## config.mk

```make
export PLATFORM = sky130hd
export DESIGN_NAME = t1lb_top
export DESIGN_NICKNAME = d
export VERILOG_FILES = /design/src/rtl/t1lb_pkg.sv /design/src/rtl/t1lb_top.sv /design/src/rtl/t1lb_sync.sv /design/src/rtl/t1lb_regs.sv
export SDC_FILE = /design/constraint.sdc
export NUM_CORES = 1
export LEC_CHECK = 0
export BUFFER_PORTS_ARGS = -buffer_cell sky130_fd_sc_hd__clkbuf_2
export CAP_MARGIN = 0
export CORE_MARGIN = 2
export CORE_UTILIZATION = 45
export CTS_CLUSTER_SIZE = 10
export DETAILED_ROUTE_END_ITERATION = 12
export PLACE_DENSITY = 0.68
export SETUP_SLACK_MARGIN = 0.1
export SYNTH_ARGS = -nofsm -noshare
export SYNTH_HDL_FRONTEND = slang
export SYNTH_HIERARCHICAL = 1
export SYNTH_SLANG_ARGS = --single-unit
```

## constraint.sdc

```tcl
create_clock -name pclk -period 3.85 [get_ports pclk]
set_input_delay 0.5775 -clock pclk [delete_from_list [all_inputs] [get_ports pclk]]
set_output_delay 0.5775 -clock pclk [all_outputs]
set_load 0.02 [all_outputs]
```

## src/rtl/t1lb_pkg.sv

```systemverilog
// Purpose: shared constants and types for the t1/e1 loopback steering block
// Assumes: 8-bit registers, each on one aligned 32-bit apb word (byte address = index * 4)
// Notes:   register indexes are kept as printed; the block adds a status register
package t1lb_pkg;

    // register indexes and apb geometry
    localparam int          T1LB_ADDR_W      = 12;
    localparam logic [7:0]  T1LB_IDX_LBCTL   = 8'h4A;
    localparam logic [7:0]  T1LB_IDX_CH1_8   = 8'h4B;
    localparam logic [7:0]  T1LB_IDX_CH9_16  = 8'h4C;
    localparam logic [7:0]  T1LB_IDX_CH17_24 = 8'h4D;
    localparam logic [7:0]  T1LB_IDX_CH25_32 = 8'h4E;
    localparam logic [7:0]  T1LB_IDX_STATUS  = 8'h4F;
    localparam logic [7:0]  T1LB_REG_RESET   = 8'h00;
    localparam int          T1LB_CHANNELS    = 32;
    localparam int          T1LB_SLOT_W      = 5;

    // byte address of a register from its index
    function automatic logic [T1LB_ADDR_W-1:0] t1lb_addr(input logic [7:0] idx);
        t1lb_addr = {2'h0, idx, 2'h0};
    endfunction

    // loopback control register layout, msb first
    typedef struct packed {
        logic       mux_pin_function_sel;
        logic [1:0] unused;
        logic       line_unit_mux_ctrl;
        logic       local_loop_enable;
        logic       remote_loop_enable;
        logic       payload_loop_enable;
        logic       framer_loop_enable;
    } t1lb_lbctl_t;

    // one bipolar line pair
    typedef struct packed {
        logic pos;
        logic neg;
    } t1lb_pair_t;

    // whole-path loopback in force after priority
    typedef enum logic [2:0] {
        T1LB_NORMAL,
        T1LB_REMOTE,
        T1LB_PAYLOAD,
        T1LB_FRAMER,
        T1LB_LOCAL
    } t1lb_mode_t;

endpackage

```

## src/rtl/t1lb_top.sv

```systemverilog
// Purpose: loopback steering for one t1/e1 channel between line unit, framer and backplane
// Assumes: line clocks and pin data are sampled by pclk; framer-side signals share pclk
// Notes:   the transmit line pair changes on detected edges of the clock in force
`timescale 1ns/1ns

// What this block does
// - framer loop sends transmit data to receive
// - framer loop: t1 all-ones, e1 normal data
// - framer loop ignores rx line, uses tx clock
// - payload loop: transmit timed from receive clock
// - payload loop: chan clock/block low, inputs ignored
// - t1 payload loop regenerates framing, crc6, fdl
// - e1 payload loop regenerates fas, si, sa, crc4
// - remote loop retransmits rx line data
// - local loop feeds tx data via jitter attenuator
// - pin high or select set: mux bit decides
// - select zero, pin low: always separated
// - select bit picks mux or power-down role
// - enabled channels take received data
// - four enable registers map channels in order
// - any channel combination may loop
module t1lb_top import t1lb_pkg::*; (
    // clock, reset, enable
    input  wire logic                   pclk,
    input  wire logic                   presetn,
    input  wire logic                   ce,
    // apb
    input  wire logic                   psel,
    input  wire logic                   penable,
    input  wire logic                   pwrite,
    input  wire logic [T1LB_ADDR_W-1:0] paddr,
    input  wire logic [31:0]            pwdata,
    output logic      [31:0]            prdata,
    output logic                        pready,
    output logic                        pslverr,
    // line pins
    input  wire logic                   tx_line_clock,
    input  wire logic                   rx_recovered_clock_in,
    input  wire logic                   rx_line_pos_in,
    input  wire logic                   rx_line_neg_in,
    input  wire logic                   rx_analog_pos,
    input  wire logic                   rx_analog_neg,
    input  wire logic                   shared_mux_powerdown_pin,
    output logic                        tx_line_pos_out,
    output logic                        tx_line_neg_out,
    output logic                        tx_power_down,
    output logic                        line_unit_connected,
    // backplane pins
    input  wire logic                   tx_serial_in,
    input  wire logic                   tx_signaling_in,
    output logic                        tx_channel_clock,
    output logic                        tx_channel_block,
    output logic                        tx_link_clock,
    // framer side, same clock
    input  wire logic                   e1_mode,
    input  wire t1lb_pair_t             fmt_line,
    input  wire logic                   fmt_overhead,
    input  wire logic [T1LB_SLOT_W-1:0] tx_slot,
    input  wire logic                   rx_slot_data,
    input  wire logic                   rx_payload_fixed,
    input  wire logic                   chan_clock_int,
    input  wire logic                   chan_block_int,
    output logic                        tx_serial_to_fmt,
    output logic                        tx_signaling_to_fmt,
    output t1lb_pair_t                  rx_to_framer,
    output logic                        rx_framer_tick,
    output logic                        tx_framer_tick,
    output logic                        jitter_atten_tx_src,
    output t1lb_mode_t                  loop_mode
);

    t1lb_lbctl_t            lbctl;
    logic [T1LB_CHANNELS-1:0] chan_en;
    logic [7:0]             status;
    logic [8:0]             raw_pins;
    logic [8:0]             pins;
    logic                   txc_s;
    logic                   rxc_s;
    t1lb_pair_t             rx_line_s;
    t1lb_pair_t             rx_analog_s;
    logic                   tx_serial_in_s;
    logic                   tx_signaling_in_s;
    logic                   mux_pin_s;
    logic                   txc_prev;
    logic                   rxc_prev;
    logic                   tx_rise;
    logic                   rx_rise;
    logic                   tx_edge;
    logic                   rx_edge;
    t1lb_mode_t             next_mode;
    logic                   ones_phase;
    logic                   next_connected;

    assign raw_pins = {tx_line_clock, rx_recovered_clock_in, rx_line_pos_in, rx_line_neg_in,
                       rx_analog_pos, rx_analog_neg, tx_serial_in, tx_signaling_in,
                       shared_mux_powerdown_pin};
    assign {txc_s, rxc_s, rx_line_s, rx_analog_s, tx_serial_in_s, tx_signaling_in_s, mux_pin_s} = pins;

    // all pin inputs share one synchroniser bank
    t1lb_sync #(
        .WIDTH (9)
    ) u_sync (
        .pclk     (pclk),
        .presetn  (presetn),
        .ce       (ce),
        .async_in (raw_pins),
        .sync_out (pins)
    );

    // register file; status shows the mode in force and the mux state
    assign status = {1'b0, loop_mode, 2'h0, tx_power_down, line_unit_connected};

    t1lb_regs u_regs (
        .pclk    (pclk),
        .presetn (presetn),
        .ce      (ce),
        .psel    (psel),
        .penable (penable),
        .pwrite  (pwrite),
        .paddr   (paddr),
        .pwdata  (pwdata),
        .prdata  (prdata),
        .pready  (pready),
        .pslverr (pslverr),
        .lbctl   (lbctl),
        .chan_en (chan_en),
        .status  (status)
    );

    always_comb begin
        if (lbctl.remote_loop_enable) begin
            next_mode = T1LB_REMOTE;
        end else if (lbctl.payload_loop_enable) begin
            next_mode = T1LB_PAYLOAD;
        end else if (lbctl.framer_loop_enable) begin
            next_mode = T1LB_FRAMER;
        end else if (lbctl.local_loop_enable) begin
            next_mode = T1LB_LOCAL;
        end else begin
            next_mode = T1LB_NORMAL;
        end
    end

    // pin or select hands control to the mux bit
    assign next_connected = (lbctl.mux_pin_function_sel || mux_pin_s) && !lbctl.line_unit_mux_ctrl;

    // mode and mux state registered so outputs come from flops
    always_ff @(posedge pclk or negedge presetn) begin
        if (!presetn) begin
            loop_mode           <= T1LB_NORMAL;
            line_unit_connected <= 1'b0;
            tx_power_down       <= 1'b0;
            jitter_atten_tx_src <= 1'b0;
        end else if (ce) begin
            loop_mode           <= next_mode;
            line_unit_connected <= next_connected;
            tx_power_down       <= lbctl.mux_pin_function_sel && mux_pin_s;
            // local loop through the jitter attenuator
            jitter_atten_tx_src <= (next_mode == T1LB_LOCAL);
        end
    end

    // line clock edge detection on synchronised copies
    always_ff @(posedge pclk or negedge presetn) begin
        if (!presetn) begin
            txc_prev <= 1'b0;
            rxc_prev <= 1'b0;
        end else if (ce) begin
            txc_prev <= txc_s;
            rxc_prev <= rxc_s;
        end
    end

    assign tx_rise = txc_s && !txc_prev;
    assign rx_rise = rxc_s && !rxc_prev;

    // payload and remote transmit on the receive clock
    assign tx_edge = (loop_mode == T1LB_PAYLOAD || loop_mode == T1LB_REMOTE) ? rx_rise : tx_rise;
    // framer loop times the receive side from the transmit clock
    assign rx_edge = (loop_mode == T1LB_FRAMER) ? tx_rise : rx_rise;

    // one-cycle ticks tell the framer when each side advances
    always_ff @(posedge pclk or negedge presetn) begin
        if (!presetn) begin
            tx_framer_tick <= 1'b0;
            rx_framer_tick <= 1'b0;
        end else if (ce) begin
            tx_framer_tick <= tx_edge;
            rx_framer_tick <= rx_edge;
        end
    end

    // all-ones phase alternates marks so the line stays bipolar
    always_ff @(posedge pclk or negedge presetn) begin
        if (!presetn) begin
            ones_phase <= 1'b0;
        end else if (ce && tx_edge) begin
            ones_phase <= !ones_phase;
        end
    end

    // transmit line pair
    always_ff @(posedge pclk or negedge presetn) begin
        if (!presetn) begin
            tx_line_pos_out <= 1'b0;
            tx_line_neg_out <= 1'b0;
        end else if (ce && tx_edge) begin
            case (loop_mode)
                T1LB_REMOTE: begin
                    tx_line_pos_out <= rx_line_s.pos;
                    tx_line_neg_out <= rx_line_s.neg;
                end
                // t1 sends unframed all ones, e1 normal data
                T1LB_FRAMER: begin
                    tx_line_pos_out <= e1_mode ? fmt_line.pos : !ones_phase;
                    tx_line_neg_out <= e1_mode ? fmt_line.neg : ones_phase;
                end
                default: begin
                    tx_line_pos_out <= fmt_line.pos;
                    tx_line_neg_out <= fmt_line.neg;
                end
            endcase
        end
    end

    // receive pair toward the framer
    always_ff @(posedge pclk or negedge presetn) begin
        if (!presetn) begin
            rx_to_framer <= '0;
        end else if (ce && rx_edge) begin
            case (loop_mode)
                T1LB_FRAMER: rx_to_framer <= fmt_line;
                // transmitted data replaces the analogue input
                T1LB_LOCAL:  rx_to_framer <= fmt_line;
                T1LB_NORMAL: rx_to_framer <= next_connected ? rx_analog_s : rx_line_s;
                default:     rx_to_framer <= rx_line_s;
            endcase
        end
    end

    // serial data toward the formatter; overhead slots left to the formatter
    always_ff @(posedge pclk or negedge presetn) begin
        if (!presetn) begin
            tx_serial_to_fmt <= 1'b0;
        end else if (ce && tx_edge) begin
            if (fmt_overhead) begin
                // t1 framing, crc6 and fdl regenerated
                // e1 fas, si, sa, e and crc4 regenerated
                tx_serial_to_fmt <= 1'b0;
            end else if (loop_mode == T1LB_PAYLOAD) begin
                tx_serial_to_fmt <= rx_payload_fixed;
            end else if (chan_en[tx_slot]) begin
                tx_serial_to_fmt <= rx_slot_data;
            end else begin
                tx_serial_to_fmt <= tx_serial_in_s;
            end
        end
    end

    // payload loop forces channel strobes low, ignores signaling
    always_ff @(posedge pclk or negedge presetn) begin
        if (!presetn) begin
            tx_channel_clock    <= 1'b0;
            tx_channel_block    <= 1'b0;
            tx_signaling_to_fmt <= 1'b0;
            tx_link_clock       <= 1'b0;
        end else if (ce) begin
            tx_channel_clock    <= (next_mode != T1LB_PAYLOAD) && chan_clock_int;
            tx_channel_block    <= (next_mode != T1LB_PAYLOAD) && chan_block_int;
            tx_signaling_to_fmt <= (next_mode != T1LB_PAYLOAD) && tx_signaling_in_s;
            tx_link_clock       <= (next_mode == T1LB_PAYLOAD) ? rxc_s : txc_s;
        end
    end
endmodule

```

## src/rtl/t1lb_sync.sv

```systemverilog
// Purpose: three-flop synchroniser for a group of pin inputs
// Assumes: inputs are asynchronous to pclk
// Notes:   the output changes once the second and third stages agree
`timescale 1ns/1ns
module t1lb_sync import t1lb_pkg::*; #(
    parameter int WIDTH = 1
) (
    // clock, reset, enable
    input  wire logic             pclk,
    input  wire logic             presetn,
    input  wire logic             ce,
    // asynchronous in, filtered out
    input  wire logic [WIDTH-1:0] async_in,
    output logic      [WIDTH-1:0] sync_out
);

    logic [WIDTH-1:0] stage1;
    logic [WIDTH-1:0] stage2;
    logic [WIDTH-1:0] stage3;

    // stage1 feeds stage2 only, so metastability never reaches the compare
    always_ff @(posedge pclk or negedge presetn) begin
        if (!presetn) begin
            stage1 <= '0;
            stage2 <= '0;
            stage3 <= '0;
        end else if (ce) begin
            stage1 <= async_in;
            stage2 <= stage1;
            stage3 <= stage2;
        end
    end

    // accept a bit only when two settled stages agree
    always_ff @(posedge pclk or negedge presetn) begin
        if (!presetn) begin
            sync_out <= '0;
        end else if (ce) begin
            for (int i = 0; i < WIDTH; i++) begin
                if (stage2[i] == stage3[i]) begin
                    sync_out[i] <= stage3[i];
                end
            end
        end
    end

endmodule

```

## src/rtl/t1lb_regs.sv

```systemverilog
// Purpose: apb slave holding the loopback and per-channel enable registers
// Assumes: one wait state; 8-bit data in the low byte of a 32-bit word
// Notes:   unmapped addresses answer with pslverr and read zero
`timescale 1ns/1ns
module t1lb_regs import t1lb_pkg::*; (
    // clock, reset, enable
    input  wire logic                   pclk,
    input  wire logic                   presetn,
    input  wire logic                   ce,
    // apb
    input  wire logic                   psel,
    input  wire logic                   penable,
    input  wire logic                   pwrite,
    input  wire logic [T1LB_ADDR_W-1:0] paddr,
    input  wire logic [31:0]            pwdata,
    output logic      [31:0]            prdata,
    output logic                        pready,
    output logic                        pslverr,
    // register contents and block state
    output t1lb_lbctl_t                 lbctl,
    output logic [T1LB_CHANNELS-1:0]    chan_en,
    input  wire logic [7:0]             status
);

    logic       access;
    logic       commit;
    logic       mapped;
    logic [7:0] rd_byte;

    assign access = psel && penable;
    assign commit = access && pready && ce;

    // address decode and read mux
    always_comb begin
        mapped  = 1'b1;
        rd_byte = 8'h00;
        case (paddr)
            t1lb_addr(T1LB_IDX_LBCTL):   rd_byte = lbctl;
            t1lb_addr(T1LB_IDX_CH1_8):   rd_byte = chan_en[7:0];
            t1lb_addr(T1LB_IDX_CH9_16):  rd_byte = chan_en[15:8];
            t1lb_addr(T1LB_IDX_CH17_24): rd_byte = chan_en[23:16];
            t1lb_addr(T1LB_IDX_CH25_32): rd_byte = chan_en[31:24];
            t1lb_addr(T1LB_IDX_STATUS):  rd_byte = status;
            default:                     mapped  = 1'b0;
        endcase
    end

    // one wait state: pready rises in the second access cycle
    always_ff @(posedge pclk or negedge presetn) begin
        if (!presetn) begin
            pready  <= 1'b0;
            pslverr <= 1'b0;
            prdata  <= 32'h0000_0000;
        end else if (ce) begin
            pready  <= access && !pready;
            pslverr <= access && !pready && !mapped;
            prdata  <= (access && !pready && !pwrite) ? {24'h00_0000, rd_byte} : 32'h0000_0000;
        end
    end

    // writes land only at the edge that completes the transfer
    always_ff @(posedge pclk or negedge presetn) begin
        if (!presetn) begin
            lbctl   <= T1LB_REG_RESET;
            chan_en <= {4{T1LB_REG_RESET}};
        end else if (commit && pwrite) begin
            case (paddr)
                // unused bits stored as written and read back as is
                t1lb_addr(T1LB_IDX_LBCTL):   lbctl          <= pwdata[7:0];
                t1lb_addr(T1LB_IDX_CH1_8):   chan_en[7:0]   <= pwdata[7:0];
                t1lb_addr(T1LB_IDX_CH9_16):  chan_en[15:8]  <= pwdata[7:0];
                t1lb_addr(T1LB_IDX_CH17_24): chan_en[23:16] <= pwdata[7:0];
                t1lb_addr(T1LB_IDX_CH25_32): chan_en[31:24] <= pwdata[7:0];
                default:                     ;
            endcase
        end
    end

endmodule

```

==> impl_metrics.toml, run 1 <==
[clock_tree]
clock_path_buffers = 2
ctsHoldBuffers = 0
cts_made_buffers = 9
cts_tree = "yes"
cts_resized = 0
cts-root-buf = "clkbuf_16"
cts_setup_buffers = 0
clkLatencyLatePin_ns = 0.35
numClockSinks = 106
htree_num_levels = 3
clk_pin_slew_ns = 0.07

[yosys]
async_flop_share_pct = 100
synth-seq-cells = 106
avgSynthCellArea_um2 = 11.6
synth_cell_types = 52
yosysWarnings = 6
synth_ff_type = "dfrtp_1"
synth-edff-count = 0
synthesis.area_mm2 = 0.00546
seq_area_frac_synth_pct = 48.6
synthCells = 469

[critical_path]
startpoint = "paddr[7]"
startpoint_type = "primary input"
endpoint_kind = "register"
reg2regPathDepth = 7
critPathKind = "primary input to register"
crit_required_ns = 4.09
worstPathArrival_ns = 2.50
critPathMaxFanout = 8
crit-reg2reg-capture = "tx_serial_to_fmt"
r2r_slack_ns = 1.96
reg2reg_from = "loop_mode[1]"

[sta]
finalClockSkew_ns = 0.00813
fmax_ghz = 0.442
setup_violations = 0
timing.final.crit_share_pct = 58.7
hold_viol_final = 0
maxSlewHeadroom_pct = 53.5
worst_slack_ns = 1.59
slew_viol_final = 0
rsz0062_at_grt = "no"
tns_ns = 0
worst_slew_pin_slew_ns = 0.697
period_needed_ns = 2.26

[layout]
syn_to_final_growth_pct = 12.5
final_nets = 613
fin_area_mm2 = 0.00614
fin_util_pct = 51.6
diodes = 0
drive_above_1_share_pct = 32.3

[grt]
grt_max_degree = 57
grt_pass1_vias = 3715
grt_pass1_wl_um = 19000
gr-total-overflow = 0
antenna_found_initial = 0
grt_usage_pct = 18.6

[floorplan]
num_rows = 40
dieArea_mm2 = 0.0130
dieWidth_um = 114
core-area_mm2 = 0.0119
pin_count = 123
initial_core_util_pct = 45.8
die_y_um = 114

[route]
vias = 3755
antenna_left = 0
drc_errors = 0
wire_per_inst_um = 16.9
drtIter0Drc = 158
vias_per_cell = 5.43
firstDrtPassIters = 4
wirelength_um = 11700

[worst_hold_path]
hp-class = "primary input to asynchronous set/reset pin"

[power]
p_comb_share_pct = 18.8
clock_power_share_pct = 33.1
sw_frac_of_total_pct = 28.8
p_per_area_mw_per_mm2 = 461
p_int_w = 0.00202
peakVddDrop_v = 0.000306
p_seq_share_pct = 48.1
power_switching_w = 0.000816
leakage_nw = 3.05

[place]
io_buffers = 74
dp_slack_ns = 1.25
dp.final_hpwl_um = 8500
place_area_mm2 = 0.00584
routabilityCongestion = 0.880

[status]
status = "finished clean"

[job]
drv_cap = 0
[cell type report]
cell class | instances | area, um2
Clock buffer | 10 | 239
Clock inverter | 5 | 62.6
Fill cell | 1053 | 5770
Inverter | 14 | 52.6
Multi-Input combinational cell | 332 | 2540
Sequential cell | 106 | 2650
Tap cell | 147 | 184
Timing Repair Buffer | 78 | 405
[through the flow]
| step | power, W | std cells | hold WS [ns] |
|---|---|---|---|
| 6_report | 0.00283 | 692 | 0.160 |
| 5_1_grt | 0.00297 | 692 | 0.197 |
| 4_1_cts | 0.00286 | 692 | 0.169 |
| 3_5_place_dp | 0.00192 | 677 | 0.469 |
| 3_3_place_gp | 0.00190 | 677 | 0.467 |
| 2_1_floorplan | 0.00175 | 494 | 0.282 |
[sequential cells by signal, summed over array words and instances (netlist names), 2 cells and up]
register and flops:
loop_mode 3, rx_to_framer 2, u_regs/chan_en 32, u_regs/lbctl 8, u_regs/prdata 8, u_sync/stage1 9
u_sync/stage2 9, u_sync/stage3 9, u_sync/sync_out 9
[synthesized netlist by cell type, types with 8 or more instances]
library cell / number / area share, %
nor2b_1: 12 / 1.4
mux2_4: 24 / 6.6
mux2i_1: 31 / 5.7
o21ai_0: 14 / 1.3
buf_4: 24 / 3.3
inv_1: 14 / 0.96
mux2_2: 46 / 9.5
nor2_1: 24 / 1.6
a22o_1: 8 / 1.3
dfrtp_1: 106 / 49
nand2_1: 24 / 1.6
a21oi_1: 23 / 2.1
nand2b_1: 15 / 1.7
nand3_1: 9 / 0.82
[cells by family after synthesis]
kind of cell              synth area share [%]
muxes                                     21.8
xor gates and xnor gates                 0.321
AOI/OAI and AO/OA                         10.4
DFF                                       48.6
other                                    0.138
buffers and inverters                     6.53
and+or+nand+nor                           12.2
[cells in the final DEF (no fill, tap or decap), types with 4 or more instances in the layout]
cell type | netlist | routed
a2111oi_0 | 4 | 4
a211oi_1 | 5 | 5
a21o_1 | 7 | 7
a21oi_1 | 23 | 23
a22o_1 | 8 | 8
a22oi_1 | 6 | 6
and3_1 | 7 | 7
buf_4 | 24 | 6
clkbuf_16 | 0 | 9
clkbuf_2 | 0 | 72
conb_1 | 2 | 27
dfrtp_1 | 106 | 106
inv_1 | 14 | 14
mux2_2 | 46 | 46
mux2_4 | 24 | 24
mux2i_1 | 31 | 31
nand2_1 | 24 | 24
nand2b_1 | 15 | 15
nand3_1 | 9 | 9
nor2_1 | 24 | 24
nor2b_1 | 12 | 12
nor3_1 | 4 | 4
o21ai_0 | 14 | 14
o22ai_1 | 6 | 6
[worst max path at each step]
stage	end	slack, ns	cells past startpoint
final	u_regs/chan_en[30]	1.59	5
after global routing	u_regs/chan_en[29]	1.55	5
after CTS	u_regs/chan_en[30]	1.62	5
after detailed placement	u_regs/chan_en[30]	1.25	5
after global placement	u_regs/chan_en[28]	1.26	5
after floorplan	u_regs/chan_en[24]	1.58	4
[metal layers]
| layer | vias up | part of all wire (%) | global-route usage, % | wire (um) |
|---|---|---|---|---|
| met5 | - | 0 | 0 | 0 |
| li1 | 1777 | - | - | - |
| met2 | 107 | 48 | 30.4 | 5570 |
| met4 | 0 | 1.7 | 7.07 | 199 |
| met1 | 1853 | 46 | 24.9 | 5420 |
| met3 | 18 | 4.2 | 2.91 | 486 |
[power groups by stage]
stage                     sequential (W)  clock (W)  combinational (W)
final                            0.00136   0.000937           0.000534
after global routing             0.00138    0.00100           0.000585
after CTS                        0.00136   0.000960           0.000541
after detailed placement         0.00138          0           0.000540
after global placement           0.00137          0           0.000522
after floorplan                  0.00141          0           0.000339
[critical path, stage by stage]
cell	delay, ns
clkbuf_2	0.08
or4b_4	0.55
nor4_4	0.51
nand4_2	0.40
mux2_2	0.38
No activity file was read; power rests on OpenSTA's default activity.
==> run 2, diff against run 1 <==
PLACE_DENSITY = 0.71   (was 0.68)
clock period = 1.92 ns   (was 3.85 ns; I/O delays follow)
==> impl_metrics.toml, run 2 (same netlist as run 1, synthesis figures left out) <==
[layout]
final_cell_mix = "dfrtp_1 (106), clkbuf_2 (72), mux2_2 (46)"
diodes = 0
final_nets = 629
mostFrequentLayoutCell = "dfrtp_1"
drive_above_1_share_pct = 34.4
regMostFlops = "u_regs/chan_en"
num-fill-cells = 1040
fin_area_mm2 = 0.00636
syn_to_final_growth_pct = 16.4
largest_reg_flops = 32
fin_util_pct = 53.4
final_cells = 708

[route]
vias = 3858
antenna_left = 0
vias_per_cell = 5.45
wire_per_inst_um = 17.0
firstDrtPassIters = 4
wirelength_um = 12100
drc_errors = 0
drtIter0Drc = 226

[floorplan]
initial_core_util_pct = 45.8
num_rows = 40
die_y_um = 114
dieArea_mm2 = 0.0130
dieWidth_um = 114
pin_count = 123
core-area_mm2 = 0.0119

[place]
dp.final_hpwl_um = 8920
io_buffers = 74
routabilityCongestion = 0.893
dp_cells = 692
place_area_mm2 = 0.00601

[grt]
grt_pass1_vias = 3927
gr-total-overflow = 0
grt_max_degree = 57
grt_usage_pct = 19.3
antenna_found_initial = 0
grt_pass1_wl_um = 19700

[power]
peakVddDrop_v = 0.000607
leakage_nw = 3.15
total_power_w = 0.00582
p_per_area_mw_per_mm2 = 916

[worst_hold_path]
hp-class = "primary input to register"

[clock_tree]
cts_made_buffers = 9
clock_path_buffers = 2
htree_num_levels = 3
cts_tree = "yes"
cts_setup_buffers = 0
cts-root-buf = "clkbuf_16"
clk_pin_slew_ns = 0.07
numClockSinks = 106
clkLatencyLatePin_ns = 0.34

[sta]
finalClockSkew_ns = 0.00888
fmax_ghz = 0.557
timing.final.crit_share_pct = 93.5
slew_viol_final = 0
setup_violations = 0
rsz0062_at_grt = "no"
hold_viol_final = 0
period_needed_ns = 1.80

[critical_path]
critPathKind = "primary input to register"
worstPathArrival_ns = 2.02
slowest_delay_ns = 0.55
path_cells = "clkbuf_2, or4b_4, nor4_4, buf_4, nand4_2, mux2_2"
startpoint_type = "primary input"
cp_slowest_cell = "or4b_4"
critPathMaxFanout = 8
crit_required_ns = 2.15
endpoint_kind = "register"
r2r_slack_ns = 0.21

[job]
drv_cap = 0

[status]
status = "finished clean"
==> run 2: cell types whose count changed in the layout (fill, tap and decap cells not counted) <==
| cell | delta |
|---|---|
| buf_12 | +5 |
| buf_4 | +10 |
| bufinv_16 | +1 |
| clkbuf_8 | -1 |
| clkinv_2 | +1 |
| clkinvlp_4 | -1 |
| dlygate4sd3_1 | +1 |
| mux2i_1 | -2 |
| mux2i_2 | +2 |
| nand4_2 | -1 |
| nand4_4 | +1 |
==> run 2: final timing paths <==
kind,startpoint,end,cells after the start
worst max-delay path,paddr[7],u_regs/chan_en[27],6
min in group asynchronous,presetn,u_regs/prdata[5],2
max in group asynchronous,presetn,u_sync/stage2[4],3
worst min-delay path,tx_line_clock,u_sync/stage1[8],2
worst min register to register,ones_phase,ones_phase,1
worst max register to register,u_regs/chan_en[11],tx_serial_to_fmt,7
==> run 2: per-stage QoR <==
step	TNS (ns)	setup slack [ns]	hold slack [ns]
3_5_place_dp	-6.58	-0.218	0.204
4_1_cts	0	0.141	0.167
5_1_grt	0	0.0852	0.162
6_report	0	0.125	0.179
2_1_floorplan	-1.27	-0.0566	-0.00759
3_3_place_gp	-5.32	-0.155	0.204
==> run 2: final cells by class <==
class,instances,area (um2),share of cell area [%]
tap,147,184,2.89
clock inverter,6,90.1,1.42
sequential,106,2650,41.7
inverter,14,52.6,0.827
clock buffer,9,225,3.54
timing repair buffer,94,591,9.29
multi-input combinational,332,2560,40.3
==> run 2: where the power goes <==
group | switching [W] | total [W] | internal, W
sequential | 0.000229 | 0.00274 | 0.00251
combinational | 0.000602 | 0.00112 | 0.000517
clock | 0.000814 | 0.00196 | 0.00114
total | 0.00164 | 0.00582 | 0.00417
==> run 2: worst max-delay path, delay by kind of cell <==
family,cells,cell delay [ns]
AND/OR/NAND/NOR,3,1.05
multiplexers,1,0.37
buffers and inverters,2,0.30
==> run 2: repair_timing <==
item | CTS | global route
hold endpoints to repair | 19 | 0
hold buffers | 1 | 0
endpoints found under the setup margin | 0 | 4
resized for setup | 0 | 3
==> run 2: per-layer routing <==
metal,track usage (%),wire (um),vias up
li1,-,-,1809
met4,7.40,209,0
met1,25.3,5470,1897
met5,0,0,-
met2,31.4,5840,133
met3,4.08,549,19
==> run 3, diff against run 2 <==
SLEW_MARGIN = 20   (was not set)
clock period = 1.6 ns   (was 1.92 ns; I/O delays follow)
==> impl_metrics.toml, run 3 (same netlist as run 1, synthesis figures left out) <==
[critical_path]
slowest_delay_ns = 0.57
path_cells = "clkbuf_2, or4b_4, nor4_4, buf_6, nand3_4, mux2_4"
crit_required_ns = 1.83
endpoint_kind = "register"
critPathMaxFanout = 8
critPathKind = "primary input to register"
crit-reg2reg-capture = "tx_serial_to_fmt"
cp_slowest_cell = "or4b_4"
r2r_slack_ns = -0.04
startpoint_type = "primary input"
worstPathArrival_ns = 1.88
crit_buf_inv = 2
reg2reg_from = "u_regs/chan_en[19]"
cp_top_family = "simple AND/OR/NAND/NOR gates"
reg2regPathDepth = 7

[floorplan]
die_y_um = 114
num_rows = 40
dieArea_mm2 = 0.0130
dieWidth_um = 114
initial_core_util_pct = 45.8
pin_count = 123
core-area_mm2 = 0.0119

[route]
drtIter0Drc = 244
drc_errors = 0
wirelength_um = 12900
antenna_left = 0
firstDrtPassIters = 4
vias = 4015
wire_per_inst_um = 17.0
vias_per_cell = 5.29

[clock_tree]
cts-root-buf = "clkbuf_16"
clk_pin_slew_ns = 0.07
cts_made_buffers = 9
numClockSinks = 106
clock_path_buffers = 2
cts_tree = "yes"
clkLatencyLatePin_ns = 0.36
htree_num_levels = 3

[layout]
final_cell_mix = "dfrtp_1 (103), clkbuf_2 (72), buf_4 (61)"
final_nets = 679
syn_to_final_growth_pct = 27.0
mostFrequentLayoutCell = "dfrtp_1"
drive_above_1_share_pct = 42.5
largest_reg_flops = 32
seq_area_mm2 = 0.00266
regMostFlops = "u_regs/chan_en"
fin_util_pct = 58.2
diodes = 0
num-fill-cells = 988
multi_input_area_mm2 = 0.00274
final_cells = 759

[sta]
rsz0062_at_grt = "yes"
setup_violations = 38
slew_viol_final = 0
worst_slack_ns = -0.0507
hold_viol_final = 0
worst_slew_pin_slew_ns = 0.561
fmax_ghz = 0.606
timing.final.crit_share_pct = 103
finalClockSkew_ns = 0.0118
period_needed_ns = 1.65
maxSlewHeadroom_pct = 62.4

[worst_hold_path]
hold_end = "u_sync/stage1[4]"
holdCritStartpoint = "rx_analog_pos"
worst_hold_path.num_cells = 2
hp-class = "primary input to register"

[power]
total_power_w = 0.00703
leakage_nw = 3.49
peakVddDrop_v = 0.000635
p_per_area_mw_per_mm2 = 1010

[place]
dp.final_hpwl_um = 9270
dp_cells = 736
io_buffers = 74
dp_slack_ns = -0.439
routabilityCongestion = 0.894

[grt]
grt_usage_pct = 20.3
grt_max_degree = 49
grt_pass1_wl_um = 20500
grt_pass1_vias = 4029
gr-total-overflow = 0
antenna_found_initial = 0

[status]
status = "complete, but fails checks"
violations = "negative setup slack"

[job]
drv_cap = 0
==> run 3: how the worst max path moves through the flow <==
| stage | startpoint | to | slack [ns] | cells past startpoint |
|---|---|---|---|---|
| floorplan | paddr[7] | u_regs/chan_en[24] | -0.33 | 4 |
| CTS | u_regs/chan_en[22] | tx_serial_to_fmt | -0.07 | 7 |
| finish | paddr[7] | u_regs/chan_en[13] | -0.05 | 6 |
| global route | u_regs/chan_en[18] | tx_serial_to_fmt | -0.12 | 7 |
| global placement | paddr[7] | u_regs/chan_en[25] | -0.40 | 6 |
| detailed placement | paddr[7] | u_regs/lbctl[7] | -0.44 | 6 |
==> run 3: metrics by stage <==
stage               setup TNS, ns  instance area, um2  hold slack (ns)
finish                     -0.909                6940            0.111
global route                -2.24                6940            0.107
CTS                       -0.0661                6840            0.101
detailed placement         -17.88                6370            0.217
global placement           -16.59                6370            0.210
floorplan                  -12.25                5580          -0.0556
==> run 3: cell type report <==
cell class / instances / share of cell area, %
tap: 147 / 2.65
clock buffer: 10 / 3.45
timing repair buffer: 144 / 14.2
sequential: 106 / 38.3
clock inverter: 6 / 1.05
inverter: 14 / 0.758
multi-input combinational: 332 / 39.6
==> run 3: what timing repair did <==
item,in CTS,in global routing
setup endpoints to repair,43,49
endpoints found under the hold margin,29,0
pin swaps,7,4
hold buffers,1,0
setup buffers,2,3
cloned,0,1
gates resized for setup,27,19
==> run 3: where the power goes <==
group	internal, W	leakage [nW]	switching, W
sequential	0.00302	1.35	0.000260
clock	0.00127	0.150	0.00103
combinational	0.000687	1.99	0.000763
==> run 3: metal layers <==
metal  vias to the layer above  track usage [%]  part of all wire, %
met5                         -                0                    0
met4                         0             8.13                  1.8
met3                        13             3.28                  5.2
met2                       120             33.7                   49
met1                      1961             26.8                   44
li1                       1921                -                    -
